## src/verilog/pbdiv_map.svh

```systemverilog
`ifndef PBDIV_MAP_SVH
`define PBDIV_MAP_SVH

// ----------------------------------------------------------------------
// Widths and table size
// ----------------------------------------------------------------------
`define PBDIV_SEL_W 5
`define PBDIV_DIV_W 19
`define PBDIV_ROM_DEPTH 32
`define PBDIV_PIN_W 7

// ----------------------------------------------------------------------
// Divider limits and ratios
// ----------------------------------------------------------------------
`define PBDIV_DIV_MIN 19'h00006
`define PBDIV_FO16_W 4
`define PBDIV_QTR_W 2

// ----------------------------------------------------------------------
// Reset values
// ----------------------------------------------------------------------
`define PBDIV_SEL_RST 5'h1f
`define PBDIV_DIV_RST 19'h00000

// ----------------------------------------------------------------------
// Timing
// ----------------------------------------------------------------------
`define PBDIV_CLK_NS 50
`define PBDIV_SEL_DELAY_NS 3500
`define PBDIV_SEL_DELAY_CYC ((`PBDIV_SEL_DELAY_NS) / (`PBDIV_CLK_NS))

`endif

```

## src/verilog/pbdiv_pkg.sv

```systemverilog
package pbdiv_pkg;

    // ------------------------------------------------------------------
    // Types
    // ------------------------------------------------------------------
    typedef enum logic {
        PBDIV_PH_LOW = 1'b0,
        PBDIV_PH_HIGH = 1'b1
    } pbdiv_phase_t;

    typedef struct packed {
        logic [4:0] sel;
        logic gate;
        logic en;
    } pbdiv_pins_t;

endpackage

```

## src/verilog/pbdiv_top.sv

```systemverilog
`timescale 1ns/1ps
`include "pbdiv_map.svh"

// Functional notes
// - Reference is divided by the selected table divisor, six and above.
// - Even divisor gives square output; odd adds one cycle to high time.
// - Rate clock is further divided by sixteen onto the 1X output.
// - Enable low forces rate clock and 1X output high.
// - Enable pin is pulled up, open means enabled.
// - Table holds thirty-two nineteen-bit divisors indexed by select word.
// - Select latch passes while gate high, holds while low.
// - With IMMEDIATE_CHANGE set, a new select starts the new frequency within 3.5 us.
// - Build option delays a new divisor to the end of the half-cycle.
// - Select bit 0 is least significant, bit 4 most significant.
// - Select inputs pulled up when open; gate input has no pull-up.
// - Two reference outputs: half rate and quarter rate.
module pbdiv_top
    import pbdiv_pkg::*;
#(
    parameter bit IMMEDIATE_CHANGE = 1'b1
) (
    input wire logic clk,
    input wire logic rst_n,
    input wire logic ce,
    input wire logic [`PBDIV_SEL_W-1:0] sel_pins,
    input wire logic [`PBDIV_SEL_W-1:0] sel_pins_open,
    input wire logic sel_latch_gate,
    input wire logic rate_output_enable_n,
    input wire logic rate_enable_open,
    output logic rate_clk_out,
    output logic baud_1x_out,
    output logic ref_clk_out,
    output logic ref_quarter_out
);

    // ------------------------------------------------------------------
    // Helpers
    // ------------------------------------------------------------------
    // Odd divisors put the spare cycle in the high half
    function automatic logic [`PBDIV_DIV_W-1:0] hi_len(
        input logic [`PBDIV_DIV_W-1:0] d
    );
        hi_len = d - (d >> 1);
    endfunction

    function automatic logic [`PBDIV_DIV_W-1:0] lo_len(
        input logic [`PBDIV_DIV_W-1:0] d
    );
        lo_len = d >> 1;
    endfunction

    // ------------------------------------------------------------------
    // Pin conditioning
    // ------------------------------------------------------------------
    wire logic [`PBDIV_SEL_W-1:0] sel_eff = sel_pins | sel_pins_open;
    wire logic en_eff = rate_output_enable_n | rate_enable_open;
    pbdiv_pins_t pins_raw;
    pbdiv_pins_t pins_s;

    // Gate has no pull-up, so it passes through untouched
    assign pins_raw.sel = sel_eff;
    assign pins_raw.gate = sel_latch_gate;
    assign pins_raw.en = en_eff;

    pbdiv_sync #(
        .W(`PBDIV_PIN_W),
        .RST_VAL(7'h7e)
    ) u_sync (
        .clk(clk),
        .rst_n(rst_n),
        .ce(ce),
        .d(pins_raw),
        .q(pins_s)
    );

    // ------------------------------------------------------------------
    // Select latch
    // ------------------------------------------------------------------
    logic [`PBDIV_SEL_W-1:0] sel_latched;

    // Flop with enable stands in for a transparent latch
    always_ff @(posedge clk) begin
        if (!rst_n) begin
            sel_latched <= `PBDIV_SEL_RST;
        end else if (ce && pins_s.gate) begin
            sel_latched <= pins_s.sel;
        end
    end

    // ------------------------------------------------------------------
    // Divisor lookup
    // ------------------------------------------------------------------
    logic [`PBDIV_DIV_W-1:0] rom_div;

    pbdiv_rom u_rom (
        .clk(clk),
        .ce(ce),
        .addr(sel_latched),
        .data(rom_div)
    );

    // Entries below six would break the half-cycle arithmetic
    wire logic [`PBDIV_DIV_W-1:0] div_eff =
        (rom_div < `PBDIV_DIV_MIN) ? `PBDIV_DIV_MIN : rom_div;

    // ------------------------------------------------------------------
    // Rate divider
    // ------------------------------------------------------------------
    logic [`PBDIV_DIV_W-1:0] div_cur;
    logic [`PBDIV_DIV_W-1:0] cnt;
    pbdiv_phase_t phase;
    logic [`PBDIV_DIV_W-1:0] next_cnt;
    pbdiv_phase_t next_phase;

    wire logic chg = (div_eff != div_cur);
    wire logic end_half = (cnt == '0);
    wire logic take = chg && (IMMEDIATE_CHANGE || end_half);
    wire logic [`PBDIV_DIV_W-1:0] hi_new = hi_len(div_eff) - 19'h1;
    wire logic [`PBDIV_DIV_W-1:0] hi_cur = hi_len(div_cur) - 19'h1;
    wire logic [`PBDIV_DIV_W-1:0] lo_cur = lo_len(div_cur) - 19'h1;

    always_comb begin
        next_cnt = cnt - 19'h1;
        next_phase = phase;
        if (take) begin
            next_cnt = hi_new;
            next_phase = PBDIV_PH_HIGH;
        end else if (end_half) begin
            case (phase)
                PBDIV_PH_HIGH: begin
                    next_cnt = lo_cur;
                    next_phase = PBDIV_PH_LOW;
                end
                PBDIV_PH_LOW: begin
                    next_cnt = hi_cur;
                    next_phase = PBDIV_PH_HIGH;
                end
                default: begin
                    next_cnt = hi_cur;
                    next_phase = PBDIV_PH_HIGH;
                end
            endcase
        end
    end

    always_ff @(posedge clk) begin
        if (!rst_n) begin
            div_cur <= `PBDIV_DIV_RST;
            cnt <= '0;
            phase <= PBDIV_PH_HIGH;
        end else if (ce) begin
            if (take) begin
                div_cur <= div_eff;
            end
            cnt <= next_cnt;
            phase <= next_phase;
        end
    end

    // ------------------------------------------------------------------
    // Divide by sixteen
    // ------------------------------------------------------------------
    logic [`PBDIV_FO16_W-1:0] cnt16;
    wire logic fo_rise = (phase == PBDIV_PH_LOW) &&
        (next_phase == PBDIV_PH_HIGH);

    always_ff @(posedge clk) begin
        if (!rst_n) begin
            cnt16 <= '0;
        end else if (ce && fo_rise) begin
            cnt16 <= cnt16 + 4'h1;
        end
    end

    // ------------------------------------------------------------------
    // Reference outputs
    // ------------------------------------------------------------------
    // Registered outputs cannot reach clk itself; ref_clk_out is clk/2
    logic [`PBDIV_QTR_W-1:0] qcnt;

    always_ff @(posedge clk) begin
        if (!rst_n) begin
            qcnt <= '0;
            ref_clk_out <= 1'b0;
            ref_quarter_out <= 1'b0;
        end else if (ce) begin
            qcnt <= qcnt + 2'h1;
            ref_clk_out <= ~ref_clk_out;
            ref_quarter_out <= qcnt[1];
        end
    end

    // ------------------------------------------------------------------
    // Rate outputs
    // ------------------------------------------------------------------
    wire logic fo_gated = pins_s.en ? phase : 1'b1;
    wire logic f1x_gated = pins_s.en ? ~cnt16[3] : 1'b1;

    always_ff @(posedge clk) begin
        if (!rst_n) begin
            rate_clk_out <= 1'b1;
            baud_1x_out <= 1'b1;
        end else if (ce) begin
            rate_clk_out <= fo_gated;
            baud_1x_out <= f1x_gated;
        end
    end

    // ------------------------------------------------------------------
    // Assertions
    // ------------------------------------------------------------------
    localparam int SEL_DELAY_CYC = `PBDIV_SEL_DELAY_CYC;
    logic [7:0] sel_wait;

    // Cycles a latched select change has gone without taking effect
    always_ff @(posedge clk) begin
        if (!rst_n || !chg) begin
            sel_wait <= '0;
        end else if (ce && sel_wait != 8'hff) begin
            sel_wait <= sel_wait + 8'h1;
        end
    end

    AST_EN_FORCE: assert property (
        @(posedge clk) disable iff (!rst_n)
        ce && !pins_s.en |=> rate_clk_out && baud_1x_out
    ) else $error("rate outputs not held high while disabled");

    AST_HALF_LOW: assert property (
        @(posedge clk) disable iff (!rst_n)
        ce && end_half && !take && phase == PBDIV_PH_HIGH
        |=> phase == PBDIV_PH_LOW && cnt == $past(lo_cur)
    ) else $error("low half length wrong");

    AST_HALF_HIGH: assert property (
        @(posedge clk) disable iff (!rst_n)
        ce && end_half && !take && phase == PBDIV_PH_LOW
        |=> phase == PBDIV_PH_HIGH && cnt == $past(hi_cur)
    ) else $error("high half length wrong");

    AST_DIV_MIN: assert property (
        @(posedge clk) disable iff (!rst_n)
        div_cur == '0 || div_cur >= `PBDIV_DIV_MIN
    ) else $error("active divisor below minimum");

    AST_TAKE_RESTART: assert property (
        @(posedge clk) disable iff (!rst_n)
        ce && take |=> phase == PBDIV_PH_HIGH && cnt == $past(hi_new)
            && div_cur == $past(div_eff)
    ) else $error("new divisor did not restart high half");

    AST_DELAYED: assert property (
        @(posedge clk) disable iff (!rst_n)
        !IMMEDIATE_CHANGE && ce && chg && !end_half
        |=> div_cur == $past(div_cur)
    ) else $error("divisor changed mid half-cycle");

    AST_LATCH_HOLD: assert property (
        @(posedge clk) disable iff (!rst_n)
        !pins_s.gate |=> sel_latched == $past(sel_latched)
    ) else $error("select latch moved while gate low");

    AST_LATCH_PASS: assert property (
        @(posedge clk) disable iff (!rst_n)
        ce && pins_s.gate |=> sel_latched == $past(pins_s.sel)
    ) else $error("select latch not transparent");

    AST_SEL_IMMEDIATE: assert property (
        @(posedge clk) disable iff (!rst_n)
        IMMEDIATE_CHANGE && ce && $changed(sel_latched) ##1 ce ##1 ce
        |-> !chg
    ) else $error("new select not applied in two cycles");

    AST_SEL_BOUND: assert property (
        @(posedge clk) disable iff (!rst_n)
        IMMEDIATE_CHANGE |-> sel_wait <= SEL_DELAY_CYC
    ) else $error("new frequency later than 3.5 us");

    AST_FO16_WRAP: assert property (
        @(posedge clk) disable iff (!rst_n)
        ce && fo_rise && cnt16 == 4'hf |=> cnt16 == 4'h0
    ) else $error("divide by sixteen did not wrap");

    AST_FO16_HOLD: assert property (
        @(posedge clk) disable iff (!rst_n)
        ce && !fo_rise |=> cnt16 == $past(cnt16)
    ) else $error("divide by sixteen stepped without a rise");

    AST_REF_TOGGLE: assert property (
        @(posedge clk) disable iff (!rst_n)
        ce |=> ref_clk_out != $past(ref_clk_out)
    ) else $error("reference output stalled");

    AST_QTR_PHASE: assert property (
        @(posedge clk) disable iff (!rst_n)
        ce && qcnt == 2'h2 |=> ref_quarter_out
    ) else $error("quarter reference out of phase");

    AST_QTR_LOW: assert property (
        @(posedge clk) disable iff (!rst_n)
        ce && qcnt == 2'h0 |=> !ref_quarter_out
    ) else $error("quarter reference high too early");

endmodule // pbdiv_top

```

## src/verilog/pbdiv_sync.sv

```systemverilog
`timescale 1ns/1ps
`include "pbdiv_map.svh"

module pbdiv_sync
    import pbdiv_pkg::*;
#(
    parameter int W = `PBDIV_PIN_W,
    parameter logic [W-1:0] RST_VAL = '1
) (
    input wire logic clk,
    input wire logic rst_n,
    input wire logic ce,
    input wire logic [W-1:0] d,
    output logic [W-1:0] q
);

    // ------------------------------------------------------------------
    // Three stages, second and third must agree
    // ------------------------------------------------------------------
    logic [W-1:0] s1;
    logic [W-1:0] s2;
    logic [W-1:0] s3;
    wire logic [W-1:0] agree = ~(s2 ^ s3);
    wire logic [W-1:0] next_q = (agree & s3) | (~agree & q);

    always_ff @(posedge clk) begin
        if (!rst_n) begin
            s1 <= RST_VAL;
            s2 <= RST_VAL;
            s3 <= RST_VAL;
            q <= RST_VAL;
        end else if (ce) begin
            s1 <= d;
            s2 <= s1;
            s3 <= s2;
            q <= next_q;
        end
    end

endmodule // pbdiv_sync

```

## src/verilog/pbdiv_rom.sv

```systemverilog
`timescale 1ns/1ps
`include "pbdiv_map.svh"

module pbdiv_rom
    import pbdiv_pkg::*;
(
    input wire logic clk,
    input wire logic ce,
    input wire logic [`PBDIV_SEL_W-1:0] addr,
    output logic [`PBDIV_DIV_W-1:0] data
);

    // ------------------------------------------------------------------
    // Divisor table, index bit 4 is the top select bit
    // ------------------------------------------------------------------
    logic [`PBDIV_DIV_W-1:0] rom [0:`PBDIV_ROM_DEPTH-1];

    always_comb begin
        rom[0] = 19'd731;
        rom[1] = 19'd733;
        rom[2] = 19'd735;
        rom[3] = 19'd737;
        rom[4] = 19'd741;
        rom[5] = 19'd743;
        rom[6] = 19'd745;
        rom[7] = 19'd751;
        rom[8] = 19'd6970;
        rom[9] = 19'd5569;
        rom[10] = 19'd5433;
        rom[11] = 19'd4752;
        rom[12] = 19'd4269;
        rom[13] = 19'd1920;
        rom[14] = 19'd1584;
        rom[15] = 19'd301;
        rom[16] = 19'd5760;
        rom[17] = 19'd3840;
        rom[18] = 19'd2618;
        rom[19] = 19'd2141;
        rom[20] = 19'd1920;
        rom[21] = 19'd960;
        rom[22] = 19'd480;
        rom[23] = 19'd240;
        rom[24] = 19'd160;
        rom[25] = 19'd144;
        rom[26] = 19'd120;
        rom[27] = 19'd80;
        rom[28] = 19'd60;
        rom[29] = 19'd40;
        rom[30] = 19'd30;
        rom[31] = 19'd15;
    end

    // Registered read keeps the divider path short
    always_ff @(posedge clk) begin
        if (ce) begin
            data <= rom[addr];
        end
    end

endmodule // pbdiv_rom

```

## config.mk

```make
export PLATFORM = sky130hd
export DESIGN_NAME = pbdiv_top
export DESIGN_NICKNAME = d
export VERILOG_FILES = /design/src/verilog/pbdiv_pkg.sv /design/src/verilog/pbdiv_top.sv /design/src/verilog/pbdiv_sync.sv /design/src/verilog/pbdiv_rom.sv
export VERILOG_INCLUDE_DIRS = /design/src /design/src/verilog
export SDC_FILE = /design/constraint.sdc
export NUM_CORES = 1
export LEC_CHECK = 0
export BUFFER_PORTS_ARGS = -buffer_cell sky130_fd_sc_hd__buf_2
export CAP_MARGIN = 20
export CORE_MARGIN = 4
export CORE_UTILIZATION = 65
export DETAILED_ROUTE_END_ITERATION = 6
export PLACE_DENSITY = 0.85
export SYNTH_ARGS = -nofsm -noshare
export SYNTH_HDL_FRONTEND = slang
export SYNTH_HIERARCHICAL = 1
export SYNTH_SLANG_ARGS = --single-unit
export TNS_END_PERCENT = 5
```

## constraint.sdc

```tcl
create_clock -name clk -period 7.3 [get_ports clk]
set_clock_uncertainty 0.15 [all_clocks]
set_input_delay 0 -clock clk [delete_from_list [all_inputs] [get_ports clk]]
set_output_delay 0 -clock clk [all_outputs]
set_load 0.1 [all_outputs]
```

==> results of run 1 <==
critical path, stage by stage, from the launching register on:
cell and delay [ps]:
edfxtp_1 480, nor4_1 380, nand4_1 210, nor2_1 200
nor2_1 140, ha_1 330, a211oi_1 90, o311a_1 340
o21ai_0 330, a41o_1 250, a31oi_1 90, o21bai_1 190
xor2_1 110, a221o_2 330
area by class of cell:
cell class | instances | share of cell area
Clock buffer | 9 | 0.02809
Clock inverter | 7 | 0.01170
Inverter | 66 | 0.03089
Multi-Input combinational cell | 741 | 0.6143
Sequential cell | 95 | 0.2534
Tap cell | 143 | 0.02231
Timing Repair Buffer | 42 | 0.03932
registers in the layout, indices dropped and copies added, names as in the netlist, named ones only:
register / cells
cnt: 19
div_cur: 19
u_rom/data: 13
u_sync/s1: 7
u_sync/s2: 7
u_sync/s3: 7
sel_latched: 5
cnt16: 4
qcnt: 2
baud_1x_out: 1
phase: 1
rate_clk_out: 1
ref_clk_out: 1
ref_quarter_out: 1
per-layer routing:
metal / vias to the layer above / GRT usage / share of wire
met5: - / 0 / 0
met4: 0 / 0.09899 / 0.022
met3: 42 / 0.04700 / 0.060
met2: 235 / 0.5108 / 0.49
met1: 3170 / 0.3667 / 0.43
li1: 3335 / - / -
logic make-up (layout without fill, tap and decap cells):
family,Yosys count,count (layout)
buffers and inverters,127,124
muxes,31,31
DFF,95,95
adders and majority gates,65,65
xor gates and xnor gates,66,66
and+or+nand+nor,322,322
AOI/OAI and AO/OA,251,251
other,1,6
power by group:
| group | internal [mW] | leakage (nW) | total [mW] | switching, mW |
|---|---|---|---|---|
| clock network | 0.250 | 0.154 | 0.497 | 0.247 |
| registers | 0.562 | 0.802 | 0.609 | 0.0468 |
| logic | 0.190 | 2.26 | 0.445 | 0.255 |
| total | 1.00 | 3.22 | 1.55 | 0.549 |
per-stage QoR:
stage	hold slack (ps)	total power, mW	setup slack (ps)	instance area [µm²]
after global placement	68.58	1.029	3807	7520
after CTS	317.6	1.538	3571	8019
after detailed placement	81.02	1.040	3652	7520
final	315.7	1.550	3565	8019
after global routing	365.2	1.628	3322	8019
after floorplan	-37.50	0.9637	4125	7566
layout by cell type, fill, tap and decap left out, drive strengths merged, types with 6 or more instances in the layout:
cell	synthesis	final
dfxtp	82	82
edfxtp	13	13
ha	63	63
nor2	63	63
nor3	21	21
o22ai	6	6
nor4	11	11
a211o	6	6
a211oi	6	6
nand2	125	125
xor2	20	20
and2	7	7
nor2b	10	10
a31oi	6	6
o21ai	54	54
nand2b	19	19
conb	1	6
o21a	8	8
o211ai	16	16
dlygate4sd3	0	18
xnor2	46	46
or2	10	10
clkbuf	31	9
mux2i	29	29
nand3	20	20
buf	30	24
inv	66	70
a21oi	84	84
nand4	8	8
a21o	7	7
how the worst max path moves through the flow:
stage	end	slack [ps]	cells after the start
after floorplan	cnt[17]$_SDFFE_PN0P_	4120	13
after CTS	cnt[17]$_SDFFE_PN0P_	3570	13
final	cnt[17]$_SDFFE_PN0P_	3570	13
after global placement	cnt[17]$_SDFFE_PN0P_	3810	13
after detailed placement	cnt[17]$_SDFFE_PN0P_	3650	13
after global routing	cnt[17]$_SDFFE_PN0P_	3320	13
==> reports/summary.txt, run 1 <==
status - completed
PortBufs - 19
non-filler cells, final - 1103
Synth Area in Compound Gates - 0.2147
ys async rst share - 0
FF-to-FF Start - u_rom/data[3]$_DFFE_PP_
H-tree levels - 3
1st-iter DRT viols - 634
Tmin final - 3735 ps
Rel. slew slack - 0.3146
layout cell share with drive strength beyond 1 - 0.06667
Fmax - 267.7 MHz
Post-Synth XOR/XNOR Area - 0.07659
HPWL after detailed placement - 12.71 mm
unrepaired setup endpoints after global routing - no
pwr dens - 193.3 nW/µm²
register area share after synthesis - 0.2692
Final setup violation count - 0
Post-CTS Setup Repair Bufs - 0
total core area - 11370 µm²
worst min-delay path startpoint - u_sync/s3[0]$_SDFFE_PN0P_
# nets final - 1036
leading area contributor after synthesis - dfxtp_1
simple-gate area share of the yosys netlist - 0.2064
first drt pass iteration count - 5
slew at the pin closest to its max-slew limit - 1027 ps
mux share of post-synthesis cell area - 0.04145
CTS root buf - clkbuf_16
cell count of the worst hold path - 2
leakage power - 3.220 nW
multi-input combinational cell area - 4926 µm²
worst reg2reg path depth - 13
All-Layer GR Usage - 0.2919
GRT overflow - 0
first-pass GRT wire length - 31.48 mm
Finished Core Util - 0.7053
Routed wire per std cell - 17.25 µm
row cnt - 39
Area Overhead vs Synth - 6.250%
hold buffers post-CTS - 18
Seq cells post-synth - 95
CTS tree - built
number of max-cap violations - 0
Synth area leaders - dfxtp_1 22%, ha_1 10%, nand2_1 6.2%
final hold violations - 0
fill count - 870
CP arrival - 3830 ps
Mean Syn Cell Area - 7.878 µm²
clock buffer depth - 2
Worst-path clk slew - 80 ps
Setup crit start kind - register
crit path from - u_rom/data[3]$_DFFE_PP_
initial core utilization - 0.6638
die width - 115.8 µm
CTS resizes - 0
commonest cells in the netlist - 125 x nand2_1, 84 x a21oi_1, 82 x dfxtp_1
initial antenna violation count - 0
Inst Count DP - 1069
predominant post-synthesis flop cell - dfxtp_1
DIE AREA - 13400 µm²
Syn Inst Count - 958
FF-to-FF setup slack - 3570 ps
critical path class - register to register
drt drc - 0
worst ir drop on vdd - 0.0001619 V
Setup TNS - 0 ps
post-synthesis adder-cell area fraction - 0.1097
Hold Path Class - register to register
antenna diode instance count - 0
cts bufs inserted - 9
register area - 2032 µm²
Ys Warns - 6
Distinct cells, synth - 80
crit share post-route - 0.5116
Vias - 6782
main combinational cell family by area after synthesis - compound AO/OA/AOI/OAI gates
Post-Syn Area - 7547 µm²
largest net degree at the start of global routing - 55
Yosys top cell area share - 0.2175
Routed Antenna Nets - 0
DR vias/cell - 6.149
critical path required time - 7400 ps
number of synthesized flops with an enable pin - 13
RR Endpoint - cnt[17]$_SDFFE_PN0P_
most common cell in the netlist - nand2_1
Crit Path Max Fanout - 5
IO Count - 20
WL final - 19.03 mm
GPL Wtd Cong - 0.9732
number of global-route vias before repair - 6617
Worst-Skew Late Latency - 350 ps
Chip Height - 115.8 µm
# clock sinks - 95
Worst setup EP type - register
fin. max-slew vios - 0
No activity file was read; power rests on OpenSTA's default activity.
==> inputs of run 2 (changes only) <==
CORE_UTILIZATION = 64   (was 65)
PLACE_DENSITY = 0.83   (was 0.85)
clock period = 3.8 ns   (was 7.3 ns; I/O delays follow)
==> reports/summary.txt, run 2 (synthesis gave the netlist of run 1 again) <==
crit share post-route - 0.9369 (+0.4253)
Setup crit start kind - register
Crit Path Max Fanout - 5 (unchanged)
WL final - 17.89 mm (-6.0%)
Tot Pwr - 2.952 mW (+90%)
final hold violations - 0 (unchanged)
Worst setup EP type - register
RR Endpoint - cnt[13]$_SDFFE_PN0P_
layout cell share with drive strength beyond 1 - 0.08325 (+0.01658)
cell count of the worst hold path - 3 (+1)
Largest regs - cnt (19), div_cur (19), u_rom/data (13)
GRT overflow - 0 (unchanged)
unrepaired setup endpoints after global routing - no
CTS root buf - clkbuf_16
row cnt - 39 (unchanged)
critical path required time - 3950 ps (-3450 ps)
FF-to-FF setup slack - 240 ps (-3330 ps)
Inst Count DP - 1080 (+1.0%)
Routed Antenna Nets - 0 (unchanged)
critical path class - register to register
non-filler cells, final - 1116 (+1.2%)
Setup TNS - 0 ps (unchanged)
number of global-route vias before repair - 6194 (-6.4%)
Hold Path Class - input port to register
IO Count - 20 (unchanged)
Hold EP - u_sync/s3[1]$_SDFFE_PN1P_
DR vias/cell - 6.022 (-2.1%)
Area Overhead vs Synth - 7.659%
Fmax - 280.9 MHz (+4.9%)
worst reg2reg path depth - 14 (+1)
fill count - 914 (+5.1%)
Worst-Skew Late Latency - 360 ps (about the same)
antenna diode instance count - 0 (unchanged)
DIE AREA - 13590 µm² (+1.5%)
FF-to-FF Start - u_rom/data[12]$_DFFE_PP_
register area - 2032 µm² (unchanged)
initial core utilization - 0.6582 (-0.005649)
multi-input combinational cell area - 4940 µm² (+0.28%)
status - completed
HPWL after detailed placement - 12.67 mm (-0.33%)
CP arrival - 3710 ps (-120 ps)
worst ir drop on vdd - 0.0003138 V (+94%)
Worst-path clk slew - 80 ps (about the same)
pwr dens - 363.4 nW/µm² (+88%)
commonest non-fill, non-tap cells in the layout - 125 x nand2_1, 84 x a21oi_1, 82 x dfxtp_1
fin. max-slew vios - 0 (unchanged)
Vias - 6720 (-0.91%)
# clock sinks - 95 (unchanged)
CTS tree - built
die width - 116.6 µm (+0.73%)
clock buffer depth - 2 (unchanged)
PortBufs - 19 (unchanged)
largest net degree at the start of global routing - 50 (-9.1%)
leakage power - 3.284 nW (+2.0%)
Routed wire per std cell - 16.03 µm (-7.1%)
Rel. slew slack - 0.3624 (+0.04777)
cts bufs inserted - 9 (unchanged)
Final setup violation count - 0 (unchanged)
first-pass GRT wire length - 29.57 mm (-6.0%)
H-tree levels - 3 (unchanged)
commonest non-fill, non-tap cell in the layout - nand2_1
drt drc - 0 (unchanged)
slew at the pin closest to its max-slew limit - 955.1 ps (-71.56 ps)
# nets final - 1049 (+1.3%)
total core area - 11470 µm² (+0.86%)
GPL Wtd Cong - 0.9782 (+0.51%)
All-Layer GR Usage - 0.2708 (-0.02104)
Chip Height - 116.6 µm (+0.73%)
Tmin final - 3560 ps (-174.6 ps)
first drt pass iteration count - 5 (unchanged)
worst min-delay path startpoint - ce
initial antenna violation count - 0 (unchanged)
1st-iter DRT viols - 527 (-17%)
number of max-cap violations - 0 (unchanged)
run 2: cell types whose count changed in the layout (fill, tap and decap cells not counted), sizes merged:
cell,delta
buf,+14
dlygate4sd3,-1
run 2: report_power, final:
group,internal [mW],switching [mW],leakage [nW]
logic,0.378,0.491,2.33
clock network,0.476,0.448,0.152
registers,1.08,0.0802,0.802
run 2: how the worst max path moves through the flow:
stage,from,to,slack (ps),cells past startpoint
after floorplan,u_rom/data[3]$_DFFE_PP_,cnt[17]$_SDFFE_PN0P_,620,13
after global placement,u_rom/data[11]$_DFFE_PP_,cnt[17]$_SDFFE_PN0P_,370,13
after detailed placement,u_rom/data[9]$_DFFE_PP_,cnt[17]$_SDFFE_PN0P_,260,13
after CTS,u_rom/data[9]$_DFFE_PP_,cnt[13]$_SDFFE_PN0P_,130,14
after global routing,u_rom/data[12]$_DFFE_PP_,cnt[13]$_SDFFE_PN0P_,30,15
final,u_rom/data[12]$_DFFE_PP_,cnt[13]$_SDFFE_PN0P_,240,14
run 2: stage by stage:
stage / util / setup slack, ps / area [µm²] / hold slack, ps
floorplan: - / 624.8 / 7566 / -37.50
global placement: 0.6630 / 366.6 / 7602 / 70.13
detailed placement: 0.6630 / 257.2 / 7602 / 80.96
CTS: 0.7054 / 126.8 / 8089 / 2.377
global route: 0.7086 / 25.89 / 8125 / 44.41
finish: 0.7086 / 239.8 / 8125 / 14.89
run 2: repair_timing:
action                     4_1_cts  5_1_grt
buffers inserted                 0        3
setup endpoints to repair        0        3
resized for setup                0        3
hold endpoints to repair        17        0
hold buffers                    17        0
run 2: worst max-delay path, cell delays in order, from the launching register on:
cell and delay, ps:
edfxtp_1 490, nor4_2 320, nand4_1 230, nor2_2 180, nor2_1 120, ha_1 340
a211oi_2 290, o311a_1 240, o21ai_0 160, buf_4 190, a41oi_1 260, xnor2_1 150
nand3_1 100, a21oi_1 190, a21o_1 110
run 2: cell type report:
type                    instances  area share
clock buffers                   9     0.02772
clock inverters                 7     0.01124
inverters                      66     0.03049
multi-input cells             741      0.6079
flip-flops and latches         95      0.2501
well taps                     143     0.02202
repair buffers                 55     0.05051
run 2: metal layers:
metal	global-route usage	vias up	part of all wire
li1	-	3372	-
met1	0.3650	3124	0.45
met2	0.4512	190	0.47
met3	0.03472	34	0.057
met4	0.08945	0	0.022
met5	0	-	0
==> inputs of run 3 (changes only) <==
CORE_UTILIZATION = 63   (was 64)
SYNTH_HIERARCHICAL = not set   (was 1)
==> reports/summary.txt, run 3 <==
worst ir drop on vdd - 0.0002434 V (-22%)
Synth area leaders - dfxtp_1 24%, ha_1 8.9%, edfxtp_1 6.2%
sum of buffers and inverters on the critical path - 1 (unchanged)
HPWL after detailed placement - 12.39 mm (-2.2%)
Synth Net Count - 872
IO Count - 20 (unchanged)
DIE AREA - 11700 µm² (-14%)
FF-to-FF Start - u_rom.data[12]$_DFFE_PP_
worst min-delay path startpoint - ce
RR Endpoint - cnt[10]$_SDFFE_PN0P_
Int Pwr - 1.568 mW (-19%)
layout cell share with drive strength beyond 1 - 0.08596 (+0.002709)
clock buffer depth - 2 (unchanged)
Distinct cells, synth - 72 (-10%)
WL final - 17.41 mm (-2.7%)
cts bufs inserted - 9 (unchanged)
Worst-path clk slew - 110 ps (+30 ps)
clock power share - 0.272 (-0.041)
Worst-Skew Late Latency - 370 ps (about the same)
# clock sinks - 89 (-6.3%)
initial antenna violation count - 0 (unchanged)
most used cell, CP - ha_1
1st-iter DRT viols - 675 (+28%)
Largest regs - cnt (19), div_cur (13), u_rom.data (13)
Switching Fraction - 0.3613 (+0.01620)
Fmax - 275.4 MHz (-2.0%)
Setup crit start kind - register
number of max-cap violations - 0 (unchanged)
die width - 108.2 µm (-7.2%)
Worst setup EP type - register
drt drc - 0 (unchanged)
Ys Warns - 0 (-6)
first-pass GRT wire length - 28.79 mm (-2.7%)
FF-to-FF setup slack - 170 ps (-70 ps)
Yosys top cell area share - 0.2407 (+0.02324)
All-Layer GR Usage - 0.3085 (+0.03766)
Seq pwr share - 0.443 (+0.050)
max FFs per register - 19
fill count - 793 (-13%)
H-tree levels - 3 (unchanged)
Routed Antenna Nets - 0 (unchanged)
commonest cells in the netlist - 79 x nor2_1, 76 x dfxtp_1, 75 x a21oi_1
Mean Syn Cell Area - 7.802 µm² (-0.96%)
Post-Syn Area - 6320 µm² (-16%)
Seq cells post-synth - 89 (-6.3%)
number of global-route vias before repair - 5943 (-4.1%)
Worst path slowest cell - edfxtp_1
CP cell instances - inv_2, ha_1, nor4b_2, and3_1, nor2_1, ha_1, ha_1, or3_1, a21o_1, a31o_2, and4b_1, o311ai_0, o21ai_0, o21a_1
initial core utilization - 0.6466 (-0.01159)
critical path required time - 3920 ps (-30 ps)
pwr dens - 354.7 nW/µm² (-2.4%)
worst reg2reg path depth - 14 (unchanged)
crit share post-route - 0.9557 (+0.01879)
leakage power - 2.744 nW (-16%)
ys async rst share - 0 (unchanged)
commonest non-fill, non-tap cells in the layout - 79 x nor2_1, 76 x dfxtp_1, 75 x a21oi_1
first drt pass iteration count - 7 (+2)
Area Overhead vs Synth - 9.483%
Hold Path Class - input port to register
fin. max-slew vios - 0 (unchanged)
CP delay by family, top - compound AO/OA/AOI/OAI gates
non-filler cells, final - 959 (-14%)
commonest non-fill, non-tap cell in the layout - nor2_1
P_sw - 0.8867 mW (-13%)
crit path from - u_rom.data[12]$_DFFE_PP_
most common cell in the netlist - nor2_1
Final setup violation count - 0 (unchanged)
status - completed
row cnt - 36 (-7.7%)
final hold violations - 0 (unchanged)
largest net degree at the start of global routing - 66 (+32%)
Tmin final - 3632 ps (+71.39 ps)
number of synthesized flops with an enable pin - 13 (unchanged)
total core area - 9774 µm² (-15%)
multi-input combinational cell area - 4044 µm² (-18%)
Biggest register - cnt
CP arrival - 3760 ps (+50 ps)
antenna diode instance count - 0 (unchanged)
GRT overflow - 0 (unchanged)
leading area contributor after synthesis - dfxtp_1
DR vias/cell - 6.346 (+5.4%)
# nets final - 883 (-16%)
Inst Count DP - 926 (-14%)
Routed wire per std cell - 18.15 µm (+13%)
slew at the pin closest to its max-slew limit - 1017 ps (+62.38 ps)
CP Capture Point - cnt[10]$_SDFFE_PN0P_
Gate power share - 0.285 (-0.009)
critical path class - register to register
Finished Core Util - 0.7079 (about the same)
Hold Slack - 54.35 ps (+39.45 ps)
cell count of the worst hold path - 1 (-2)
Chip Height - 108.2 µm (-7.2%)
Worst path depth - 14 (unchanged)
Setup TNS - 0 ps (unchanged)
Syn Inst Count - 810 (-15%)
CTS tree - built
predominant post-synthesis flop cell - dfxtp_1
GPL Wtd Cong - 0.9683 (-1.0%)
register area share after synthesis - 0.3025 (+0.03328)
Rel. slew slack - 0.3209 (-0.04146)
Largest stage delay, worst path - 430 ps (-60 ps)
CTS root buf - clkbuf_8
Crit Path Max Fanout - 5 (unchanged)
register area - 1912 µm² (-5.9%)
PortBufs - 19 (unchanged)
Vias - 6086 (-9.4%)
==> run 3: cell types whose count changed in the layout (fill, tap and decap cells not counted), moves of 13 or more <==
cell	previous run	this run
ha_1	63	45
inv_1	65	46
mux2i_1	29	16
nand2_1	125	74
nor2_1	62	79
xnor2_1	46	24
==> run 3: cells by family (layout without fill, tap and decap cells) <==
kind of cell,after synthesis,count (layout),share of synthesized area
simple gates,277,277,0.2136
compound gates,234,234,0.2398
buf+inv,102,118,0.06157
flops,89,89,0.3025
fa+ha+maj,46,46,0.09226
xor+xnor,43,43,0.05959
mux,19,19,0.03069
==> run 3: layout make-up <==
| class | instances | share of cell area |
|---|---|---|
| Inverter | 47 | 0.02550 |
| Sequential cell | 89 | 0.2763 |
| Clock inverter | 7 | 0.01103 |
| Tap cell | 133 | 0.02405 |
| Timing Repair Buffer | 55 | 0.06076 |
| Clock buffer | 9 | 0.01790 |
| Multi-Input combinational cell | 619 | 0.5844 |
==> run 3: worst register-to-register path, cell delays in order, from the launching register on <==
cell,delay (ps)
edfxtp_1,430
inv_2,110
ha_1,170
nor4b_2,220
and3_1,240
nor2_1,80
ha_1,240
ha_1,220
or3_1,330
a21o_1,200
a31o_2,290
and4b_1,200
o311ai_0,350
o21ai_0,150
o21a_1,200
==> run 3: what timing repair did <==
item / CTS / global route
setup endpoints to repair: 1 / 5
pin swaps: 0 / 1
gates resized for setup: 1 / 5
endpoints found under the hold margin: 12 / 0
hold buffers: 16 / 0
buffers inserted: 0 / 1
==> run 3: through the flow <==
| stage | instance area (µm²) | worst slack, ps | power, mW |
|---|---|---|---|
| 2_1_floorplan | 6320 | 9.025 | 1.592 |
| 3_3_place_gp | 6526 | 154.0 | 1.743 |
| 3_5_place_dp | 6526 | 6.954 | 1.767 |
| 4_1_cts | 6892 | 77.50 | 2.438 |
| 5_1_grt | 6919 | -147.3 | 2.584 |
| 6_report | 6919 | 168.4 | 2.455 |
==> run 3: worst min-delay path by stage <==
stage                                           end
final                      u_rom.data[10]$_DFFE_PP_
after global routing        u_rom.data[8]$_DFFE_PP_
after CTS                  u_rom.data[10]$_DFFE_PP_
after detailed placement  u_sync.s1[1]$_SDFFE_PN1P_
after global placement    u_sync.s1[1]$_SDFFE_PN1P_
after floorplan             u_rom.data[0]$_DFFE_PP_
==> run 3: metal layers <==
layer	vias up	routed length (µm)	GRT usage
met5	-	0	0
met4	0	624	0.1353
met3	47	1197	0.04896
met2	258	8378	0.5262
met1	2852	7209	0.3855
li1	2929	-	-
==> run 3: power groups by stage <==
stage / Clock, mW / Sequential, mW / Combinational, mW
detailed placement: 0 / 1.10 / 0.663
finish: 0.667 / 1.09 / 0.701
global placement: 0 / 1.10 / 0.643
global route: 0.718 / 1.09 / 0.772
CTS: 0.675 / 1.08 / 0.681
floorplan: 0 / 1.09 / 0.506
